[config.mk]
export PLATFORM = sky130hd
export DESIGN_NAME = sync_sram_fifo_port
export DESIGN_NICKNAME = d
export VERILOG_FILES = /design/src/sync_port_pkg.sv /design/src/sync_sram_fifo_port.sv /design/src/sync_skid_buf.sv
export SDC_FILE = /design/constraint.sdc
export NUM_CORES = 1
export LEC_CHECK = 0
export BUFFER_PORTS_ARGS = -buffer_cell sky130_fd_sc_hd__buf_2
export CORE_UTILIZATION = 38
export CTS_BUF_LIST = sky130_fd_sc_hd__clkbuf_8
export CTS_CLUSTER_SIZE = 25
export DETAILED_ROUTE_END_ITERATION = 8
export GPL_TIMING_DRIVEN = 0
export PLACE_DENSITY_LB_ADDON = 0.1
export SYNTH_ARGS = -nofsm -noshare
export SYNTH_HDL_FRONTEND = slang
export SYNTH_SLANG_ARGS = --single-unit
export TNS_END_PERCENT = 50
[constraint.sdc]
create_clock -name REF_CLK -period 2.15 [get_ports REF_CLK]
set_input_delay 0.43 -clock REF_CLK [delete_from_list [all_inputs] [get_ports REF_CLK]]
set_output_delay 0.43 -clock REF_CLK [all_outputs]
set_load 0.05 [all_outputs]
[src/sync_port_pkg.sv]
// Constants and types shared by the synchronous memory port.
// Assumes a single 125 MHz core clock and externally supplied interface clocks.
package sync_port_pkg;

    // Widths of the external buses and of the latency fields.
    localparam int ADDR_W    = 20;
    localparam int DATA_W    = 16;
    localparam int BE_W      = 2;
    localparam int LAT_W     = 2;
    localparam int SPACE_NUM = 4;
    localparam int SPACE_W   = 2;

    // Field positions inside one secondary control word.
    localparam int SEC_W         = 7;
    localparam int SEC_RL_LSB    = 0;
    localparam int SEC_WL_LSB    = 2;
    localparam int SEC_CHIP_SELECT_EXTEND_BIT = 4;
    localparam int SEC_REN_BIT   = 5;
    localparam int SEC_CLK_BIT   = 6;
    localparam logic [SEC_W-1:0] SEC_RESET = 7'h00;

    // Buffer entry count at which the buffer is full.
    localparam logic [1:0] BUF_DEPTH = 2'h2;

    // Sequencer states.
    typedef enum logic [2:0] {
        ST_IDLE,
        ST_CMD,
        ST_LAT,
        ST_DATA,
        ST_DESEL
    } seq_state_e;

endpackage

[src/sync_sram_fifo_port.sv]
// Synchronous memory port: burst SRAM, ZBT SRAM or synchronous FIFO access.
// Assumes both interface clocks arrive from outside and are sampled on REF_CLK.
//
// How it works
// Read latency of zero to three interface cycles per chip-enable space.
// Write latency of zero to three interface cycles per chip-enable space.
// With extend clear, chip select drops right after the last command.
// With extend set, chip select stays active while output enable is active.
// Read-enable mode clear: strobe is address strobe, deselect cycle inserted.
// Read-enable mode set: strobe is FIFO read enable, no deselect cycle.
// Interface runs from external clock one or two, per clock select.
// Shared strobe pins act as strobe, output enable and write enable.
// Five settings held in a writable secondary control word per space.
// Latency counted in interface edges; read data sampled at the final edge.
`timescale 1ns/1ns
`default_nettype none
module sync_sram_fifo_port (
    input  wire logic                                REF_CLK,
    input  wire logic                                RESET,
    input  wire logic                                EXT_CLOCK_OUT_ONE,
    input  wire logic                                EXT_CLOCK_OUT_TWO,
    input  wire logic                                SEC_WRITE,
    input  wire logic [sync_port_pkg::SPACE_W-1:0]   SEC_SPACE,
    input  wire logic [sync_port_pkg::SEC_W-1:0]     SEC_WDATA,
    output logic      [sync_port_pkg::SEC_W-1:0]     SEC_RDATA,
    input  wire logic                                REQ_VALID,
    output logic                                     REQ_READY,
    input  wire logic                                REQ_WRITE,
    input  wire logic [sync_port_pkg::SPACE_W-1:0]   REQ_SPACE,
    input  wire logic [sync_port_pkg::ADDR_W-1:0]    REQ_ADDR,
    input  wire logic [sync_port_pkg::DATA_W-1:0]    REQ_WDATA,
    input  wire logic [sync_port_pkg::BE_W-1:0]      REQ_BE,
    output logic                                     RD_VALID,
    input  wire logic                                RD_READY,
    output logic      [sync_port_pkg::DATA_W-1:0]    RD_DATA,
    output logic                                     BUSY,
    output logic      [sync_port_pkg::SPACE_NUM-1:0] SPACE_CHIP_SELECT_N,
    output logic      [sync_port_pkg::ADDR_W-1:0]    EXT_ADDRESS_BUS,
    output logic      [sync_port_pkg::BE_W-1:0]      BYTE_ENABLE_N,
    output logic      [sync_port_pkg::DATA_W-1:0]    EXT_DATA_BUS_O,
    output logic                                     EXT_DATA_BUS_OE,
    input  wire logic [sync_port_pkg::DATA_W-1:0]    EXT_DATA_BUS_I,
    output logic                                     SYNC_ADDRESS_STROBE_N,
    output logic                                     SYNC_OUTPUT_ENABLE_N,
    output logic                                     SYNC_WRITE_ENABLE_N
);
    import sync_port_pkg::*;

    ////////////////////////////////////////////////////////////////////////////
    // State.

    typedef struct packed {
        logic [SPACE_NUM-1:0][SEC_W-1:0] sec;
        logic [1:0]          ck1;
        logic [1:0]          ck2;
        logic                ck_last;
        seq_state_e          state;
        logic                wr;
        logic [SPACE_W-1:0]  space;
        logic [ADDR_W-1:0]   addr;
        logic [DATA_W-1:0]   wdata;
        logic [BE_W-1:0]     be;
        logic [LAT_W-1:0]    lat;
        logic [DATA_W-1:0]   rdata;
        logic                rpush;
        logic [SPACE_NUM-1:0] cs_n;
        logic [ADDR_W-1:0]   ea;
        logic [BE_W-1:0]     be_n;
        logic [DATA_W-1:0]   ed_o;
        logic                ed_oe;
        logic                ads_n;
        logic                oe_n;
        logic                we_n;
        logic                busy;
        logic [SEC_W-1:0]    sec_rd;
    } port_s;

    port_s st_reg;
    port_s st_next;
    logic  buf_ready;
    logic  sel_clk;
    logic  edge_now;
    logic  chip_select_extend;
    logic  read_enable_mode;
    logic [LAT_W-1:0] rl;
    logic [LAT_W-1:0] wl;

    // Picks one field of a space's control word.
    function automatic logic [LAT_W-1:0] lat_field(input logic [SEC_W-1:0] w, input int lsb);
        lat_field = w[lsb +: LAT_W];
    endfunction

    // Chip-select vector with only the chosen space asserted low.
    function automatic logic [SPACE_NUM-1:0] cs_vec(input logic [SPACE_W-1:0] s);
        cs_vec = ~(SPACE_NUM'(1) << s);
    endfunction

    ////////////////////////////////////////////////////////////////////////////
    // Read-data buffer so a stalled consumer loses no word.

    sync_skid_buf #(
        .WIDTH (DATA_W)
    ) u_rbuf (
        .clk       (REF_CLK),
        .reset     (RESET),
        .in_valid  (st_reg.rpush),
        .in_ready  (buf_ready),
        .in_data   (st_reg.rdata),
        .out_valid (RD_VALID),
        .out_ready (RD_READY),
        .out_data  (RD_DATA)
    );

    ////////////////////////////////////////////////////////////////////////////
    // Next-state logic.

    always_comb begin
        st_next = st_reg;
        st_next.rpush = 1'b0;
        // Two-flop synchronisers for both external clocks.
        st_next.ck1 = {st_reg.ck1[0], EXT_CLOCK_OUT_ONE};
        st_next.ck2 = {st_reg.ck2[0], EXT_CLOCK_OUT_TWO};
        chip_select_extend = st_reg.sec[st_reg.space][SEC_CHIP_SELECT_EXTEND_BIT];
        read_enable_mode = st_reg.sec[st_reg.space][SEC_REN_BIT];
        rl = lat_field(st_reg.sec[st_reg.space], SEC_RL_LSB);
        wl = lat_field(st_reg.sec[st_reg.space], SEC_WL_LSB);
        // Interface clock chosen per space, rising edge found on REF_CLK.
        sel_clk = st_reg.sec[st_reg.space][SEC_CLK_BIT] ? st_reg.ck2[1] : st_reg.ck1[1];
        st_next.ck_last = sel_clk;
        edge_now = sel_clk && !st_reg.ck_last;

        // Software writes a secondary control word at any time.
        if (SEC_WRITE) begin
            st_next.sec[SEC_SPACE] = SEC_WDATA;
        end
        st_next.sec_rd = st_next.sec[SEC_SPACE];

        if (edge_now) begin
            case (st_reg.state)
                ST_IDLE: begin
                    st_next.cs_n  = '1;
                    st_next.ads_n = 1'b1;
                    st_next.oe_n  = 1'b1;
                    st_next.we_n  = 1'b1;
                    st_next.ed_oe = 1'b0;
                    if (REQ_VALID && buf_ready) begin
                        st_next.wr    = REQ_WRITE;
                        st_next.space = REQ_SPACE;
                        st_next.addr  = REQ_ADDR;
                        st_next.wdata = REQ_WDATA;
                        st_next.be    = REQ_BE;
                        st_next.busy  = 1'b1;
                        st_next.state = ST_CMD;
                    end
                end
                ST_CMD: begin
                    // Command edge: chip select, address, strobe and enables.
                    st_next.cs_n  = cs_vec(st_reg.space);
                    st_next.ea    = st_reg.addr;
                    st_next.be_n  = ~st_reg.be;
                    st_next.ads_n = 1'b0;
                    st_next.oe_n  = st_reg.wr;
                    st_next.we_n  = !st_reg.wr;
                    st_next.ed_oe = st_reg.wr && (wl == '0);
                    st_next.ed_o  = st_reg.wdata;
                    st_next.lat   = st_reg.wr ? wl : rl;
                    st_next.state = ((st_reg.wr ? wl : rl) == '0) ? ST_DATA : ST_LAT;
                end
                ST_LAT: begin
                    // Command done: drop address strobe and write enable; drop select unless extended.
                    st_next.ads_n = 1'b1;
                    st_next.we_n  = 1'b1;
                    if (!chip_select_extend) begin
                        st_next.cs_n = '1;
                    end
                    st_next.lat = st_reg.lat - LAT_W'(1);
                    if (st_reg.lat == LAT_W'(1)) begin
                        st_next.ed_oe = st_reg.wr;
                        st_next.state = ST_DATA;
                    end
                end
                ST_DATA: begin
                    // Data edge: sample read data or end the write drive.
                    if (!st_reg.wr) begin
                        st_next.rdata = EXT_DATA_BUS_I;
                        st_next.rpush = 1'b1;
                    end
                    st_next.ads_n = 1'b1;
                    st_next.we_n  = 1'b1;
                    st_next.oe_n  = 1'b1;
                    st_next.ed_oe = 1'b0;
                    st_next.cs_n  = '1;
                    st_next.state = read_enable_mode ? ST_IDLE : ST_DESEL;
                    st_next.busy  = !read_enable_mode;
                end
                ST_DESEL: begin
                    // Deselect cycle before the next command.
                    st_next.busy  = 1'b0;
                    st_next.state = ST_IDLE;
                end
                default: begin
                    st_next.state = ST_IDLE;
                end
            endcase
            // While extended, select is kept active while output enable is active.
            if (chip_select_extend && !st_next.oe_n) begin
                st_next.cs_n = cs_vec(st_reg.space);
            end
        end
    end

    ////////////////////////////////////////////////////////////////////////////
    // State register.

    always_ff @(posedge REF_CLK) begin
        if (RESET) begin
            st_reg <= '0;
            // Synchronisers keep sampling and the detector starts high, so no false edge.
            st_reg.ck1     <= st_next.ck1;
            st_reg.ck2     <= st_next.ck2;
            st_reg.ck_last <= 1'b1;
            st_reg.sec   <= {SPACE_NUM{SEC_RESET}};
            st_reg.state <= ST_IDLE;
            st_reg.cs_n  <= '1;
            st_reg.be_n  <= '1;
            st_reg.ads_n <= 1'b1;
            st_reg.oe_n  <= 1'b1;
            st_reg.we_n  <= 1'b1;
        end else begin
            st_reg <= st_next;
        end
    end

    // Outputs straight from the state register, except REQ_READY, which also needs buffer room.
    assign SEC_RDATA             = st_reg.sec_rd;
    assign REQ_READY             = (st_reg.state == ST_IDLE) && !st_reg.busy && buf_ready;
    assign BUSY                  = st_reg.busy;
    assign SPACE_CHIP_SELECT_N   = st_reg.cs_n;
    assign EXT_ADDRESS_BUS       = st_reg.ea;
    assign BYTE_ENABLE_N         = st_reg.be_n;
    assign EXT_DATA_BUS_O        = st_reg.ed_o;
    assign EXT_DATA_BUS_OE       = st_reg.ed_oe;
    assign SYNC_ADDRESS_STROBE_N = st_reg.ads_n;
    assign SYNC_OUTPUT_ENABLE_N  = st_reg.oe_n;
    assign SYNC_WRITE_ENABLE_N   = st_reg.we_n;
endmodule
`default_nettype wire

[src/sync_skid_buf.sv]
// Two-entry buffer with valid and ready on both sides.
// Assumes the same clock on both sides and a synchronous active-high reset.
`timescale 1ns/1ns
`default_nettype none
module sync_skid_buf #(
    parameter int WIDTH = 16
) (
    input  wire logic             clk,
    input  wire logic             reset,
    input  wire logic             in_valid,
    output logic                  in_ready,
    input  wire logic [WIDTH-1:0] in_data,
    output logic                  out_valid,
    input  wire logic             out_ready,
    output logic      [WIDTH-1:0] out_data
);
    import sync_port_pkg::*;

    // Elaboration check: a zero-width word cannot be stored.
    if (WIDTH < 1) begin : g_width_check
        $error("Buffer width must be at least one.");
    end

    typedef struct packed {
        logic [1:0][WIDTH-1:0] mem;
        logic                  wr;
        logic                  rd;
        logic [1:0]            count;
    } buf_s;

    buf_s st_reg;
    buf_s st_next;
    logic push;
    logic pop;

    // Push and pop follow the handshakes; full refuses input.
    always_comb begin
        st_next = st_reg;
        push = in_valid && (st_reg.count != BUF_DEPTH);
        pop  = out_ready && (st_reg.count != 2'h0);
        if (push) begin
            st_next.mem[st_reg.wr] = in_data;
            st_next.wr = ~st_reg.wr;
        end
        if (pop) begin
            st_next.rd = ~st_reg.rd;
        end
        st_next.count = st_reg.count + {1'b0, push} - {1'b0, pop};
    end

    // State register.
    always_ff @(posedge clk) begin
        if (reset) begin
            st_reg <= '0;
        end else begin
            st_reg <= st_next;
        end
    end

    assign in_ready  = (st_reg.count != BUF_DEPTH);
    assign out_valid = (st_reg.count != 2'h0);
    assign out_data  = st_reg.mem[st_reg.rd];
endmodule
`default_nettype wire

==> key figures <==
Outcome
  – Outcome: complete, but fails checks
  – Failing checks: setup timing

Layout
  – Multi-input logic area: around 3500 sq um
  – Register Area: ~3700 sq um
  – Max reg flops: 94
  – P&R area growth vs syn: 20.7%
  – Nets@finish: between 1000 and 1500
  – Share of layout cells above drive strength 1: 0.298
  – FILL cells: between 2000 and 2500
  – Diodes inserted: 0
  – Final core occ: 0.467

CTS
  – Total CTS buffers: 17
  – Insertion delay to the later sink of the worst-skew pair: ~0.47 ns
  – CTS HTree Levels: 4
  – Clock Tree Root: clkbuf_8
  – Register clock-pin slew on the reported worst setup and hold paths: roughly 0.11 ns
  – Hold buffer count at CTS: 0
  – Clock Tree Buf Depth: 2
  – TritonCTS clock tree: yes
  – TritonCTS Sinks: 186

Setup path
  – Worst path slowest cell: mux4_2
  – CP Launch Type: flip-flop
  – Crit path max fanout: 6
  – Worst R2R End: EXT_DATA_BUS_OE$_SDFFE_PP0P_
  – Top delay family on crit path: multiplexers
  – Crit path largest cell delay: ~0.56 ns
  – CP cell instances: buf_6 > mux4_2 > mux2i_4 > or3_4 > a2111o_1 > a21oi_2
  – Critical Path AT: approximately 2.6 ns
  – Setup Crit Path Kind: reg2reg
  – CP Capture Type: flip-flop
  – Critical Path RT: between 2 and 3 ns
  – FF-to-FF path depth: 6
  – R2R setup slack: -0.05 ns
  – WP buf/inv: 1
  – Crit Reg-Reg Startpoint: st_reg[111]$_SDFFE_PP0P_
  – Crit path from: st_reg[111]$_SDFFE_PP0P_

Floorplan
  – Core area: ~20000 sq um
  – DIE WIDTH: roughly 150 um
  – Die Y: approximately 150 um
  – Top-level I/O count: around 150
  – Initial Utilization: 0.387
  – Rows: 52
  – DIE AREA: 21200 sq um

Synthesis
  – Number of flops mapped to enable cells by yosys: 0
  – Complex-gate fraction of the synthesized area: 0.0697
  – Simple-gate share of the synthesized area: 0.161
  – Synthesized flop and latch total: ~190
  – Synth Net Count: roughly 900
  – Post-synthesis adder-cell area fraction: 0.00480
  – Cell Area, Synth: just under 8000 sq um
  – Mux share of post-synthesis cell area: 0.197
  – Largest family of logic cells by synthesized area: multiplexers
  – Commonest cells in the netlist: dfxtp_1 (186), nand2_1 (148), nor2_1 (108), mux2i_1 (101), a21oi_1 (77)
  – Synth Instances: ~840
  – Ys Warns: 0
  – Post-Synth XOR/XNOR Area: 0.00336
  – Commonest register cell after synthesis: dfxtp_1
  – Sequential area share after synthesis: 0.476
  – Avg Cell Area, Syn: between 9 and 10 sq um
  – Most area-hungry cell type in the Yosys netlist: dfxtp_1
  – Most area-consuming cells after synthesis: dfxtp_1 (48%), mux2i_1 (13%), nand2_1 (7.1%)
  – Post-synth top area share: 0.476
  – Most frequent cell after synthesis: dfxtp_1
  – FFs w/ async S/R, synth: 0
  – Post-synthesis cell type count: between 40 and 50

Route
  – Drt drc: 0
  – Via/cell ratio: roughly 4.7
  – Number of detailed-route iterations in the first pass: 6
  – DR iter-0 viols: 200
  – DRT antenna net count: 0
  – DR vias: around 6000
  – DRT Wirelength: slightly below 20000 um
  – Wire per inst: 15.2 um

Pwr
  – Leak: ~0.0039 uW
  – Max IR drop VDD: just over 0.0005 V
  – Cell Pwr Density: 712 nW/um^2
  – Total power: 6720 uW

Timing
  – Fin crit period: 2.20 ns
  – Final setup viols: 1
  – Worst hold slack: 0.0563 ns
  – Slew Limit Fails: 0
  – Hold Fails Final Rpt: 0
  – Final Skew: between 0.015 and 0.02 ns
  – Worst slew pin tran: between 0.6 and 0.7 ns
  – Highest clock rate: approximately 0.45 GHz
  – Fin crit share: 1.02
  – Final setup margin: -0.0482 ns
  – RSZ-0062 raised after global routing: true
  – Worst slew margin: 0.557

Placement
  – IO buf count: between 100 and 150
  – RD Place Congestion: 0.801
  – Post-place setup slack: -0.331 ns
  – Post-DP HPWL: about 14000 um

Job
  – Max-cap violations: 0

Global routing
  – Initial antenna violation count: 0
  – Congestion Overflow GR: 0
  – Largest net degree at the start of global routing: 18
  – First-pass GRT wire length: 31200 um
  – Tot GR Track Use: 0.189
  – Vias in the first global route: 5820

Hold path
  – Hold path startpoint: EXT_CLOCK_OUT_TWO
  – Hold Path Cell Cnt: 1
  – Hold path endpoint: st_next[119]$_DFF_P_
  – Hold Path Class: in2reg
[layout by cell type, fill, tap and decap left out, types with 4 or more instances in the layout]
cell and instances:
a21oi_1 75, buf_12 5, buf_2 144, buf_4 53
buf_6 7, clkbuf_1 31, clkbuf_8 19, dfxtp_1 182
inv_1 8, inv_6 4, mux2_2 18, mux2i_1 101
mux4_2 13, nand2_1 148, nor2_1 107, nor3_1 8
o21ai_0 6
[where the power goes]
| part | leakage [uW] | internal [uW] | switching (uW) |
|---|---|---|---|
| clock network | 0.000193 | 1010 | 1340 |
| registers | 0.00151 | 3520 | 62.7 |
| logic | 0.00221 | 338 | 457 |
[worst max path at each step]
| stage | end | slack (ns) | cells past startpoint |
|---|---|---|---|
| after floorplan | REQ_READY | 0.04 | 3 |
| after global placement | st_reg[70]$_SDFFE_PP0P_ | -0.33 | 7 |
| after detailed placement | st_reg[61]$_SDFFE_PP0P_ | -0.33 | 7 |
| after CTS | EXT_DATA_BUS_OE$_SDFFE_PP0P_ | -0.02 | 6 |
| after global routing | st_reg[104]$_SDFFE_PP0P_ | -0.1 | 8 |
| final | EXT_DATA_BUS_OE$_SDFFE_PP0P_ | -0.05 | 6 |
[area by class of cell]
cell class | instances | share of cell area
plain buffers | 101 | 0.0746
clock buffers | 19 | 0.0277
clock inverters | 13 | 0.0136
inverters | 8 | 0.00318
multi-input cells | 537 | 0.367
flip-flops and latches | 186 | 0.395
well taps | 270 | 0.0358
repair buffers | 149 | 0.0829
[kinds of logic after synthesis]
kind of cell    Yosys count
flops                   186
mux                     134
buf+inv                 113
compound gates           98
fa+ha+maj                 3
simple gates            299
xor+xnor                  3
[worst reg2reg max path: stages (launching register included)]
cell,delay [ns]
dfxtp_2,0.33
buf_6,0.11
mux4_2,0.56
mux2i_4,0.28
or3_4,0.42
a2111o_1,0.30
a21oi_2,0.12
[per-stage QoR]
stage               cell area, sq um  setup TNS, ns  cells
floorplan                       7830              0    836
global placement                8890         -14.38   1249
detailed placement              8890         -15.76   1249
CTS                             9400        -0.0424   1283
global route                    9450          -2.44   1283
finish                          9450        -0.0482   1283
[layer usage]
| layer | routed length [um] | track usage | up-vias |
|---|---|---|---|
| met5 | 0 | 0 | - |
| met1 | 9510 | 0.253 | 2809 |
| met2 | 9170 | 0.311 | 116 |
| met3 | 682 | 0.0373 | 8 |
| li1 | - | - | 3079 |
| met4 | 125 | 0.0458 | 0 |
[timing repair]
action,CTS,global route
hold endpoints to repair,0,0
pin swaps,3,2
setup endpoints to repair,95,98
setup buffers,6,0
gates resized for setup,24,16
Note: power is estimated with default switching activity, not from simulation.
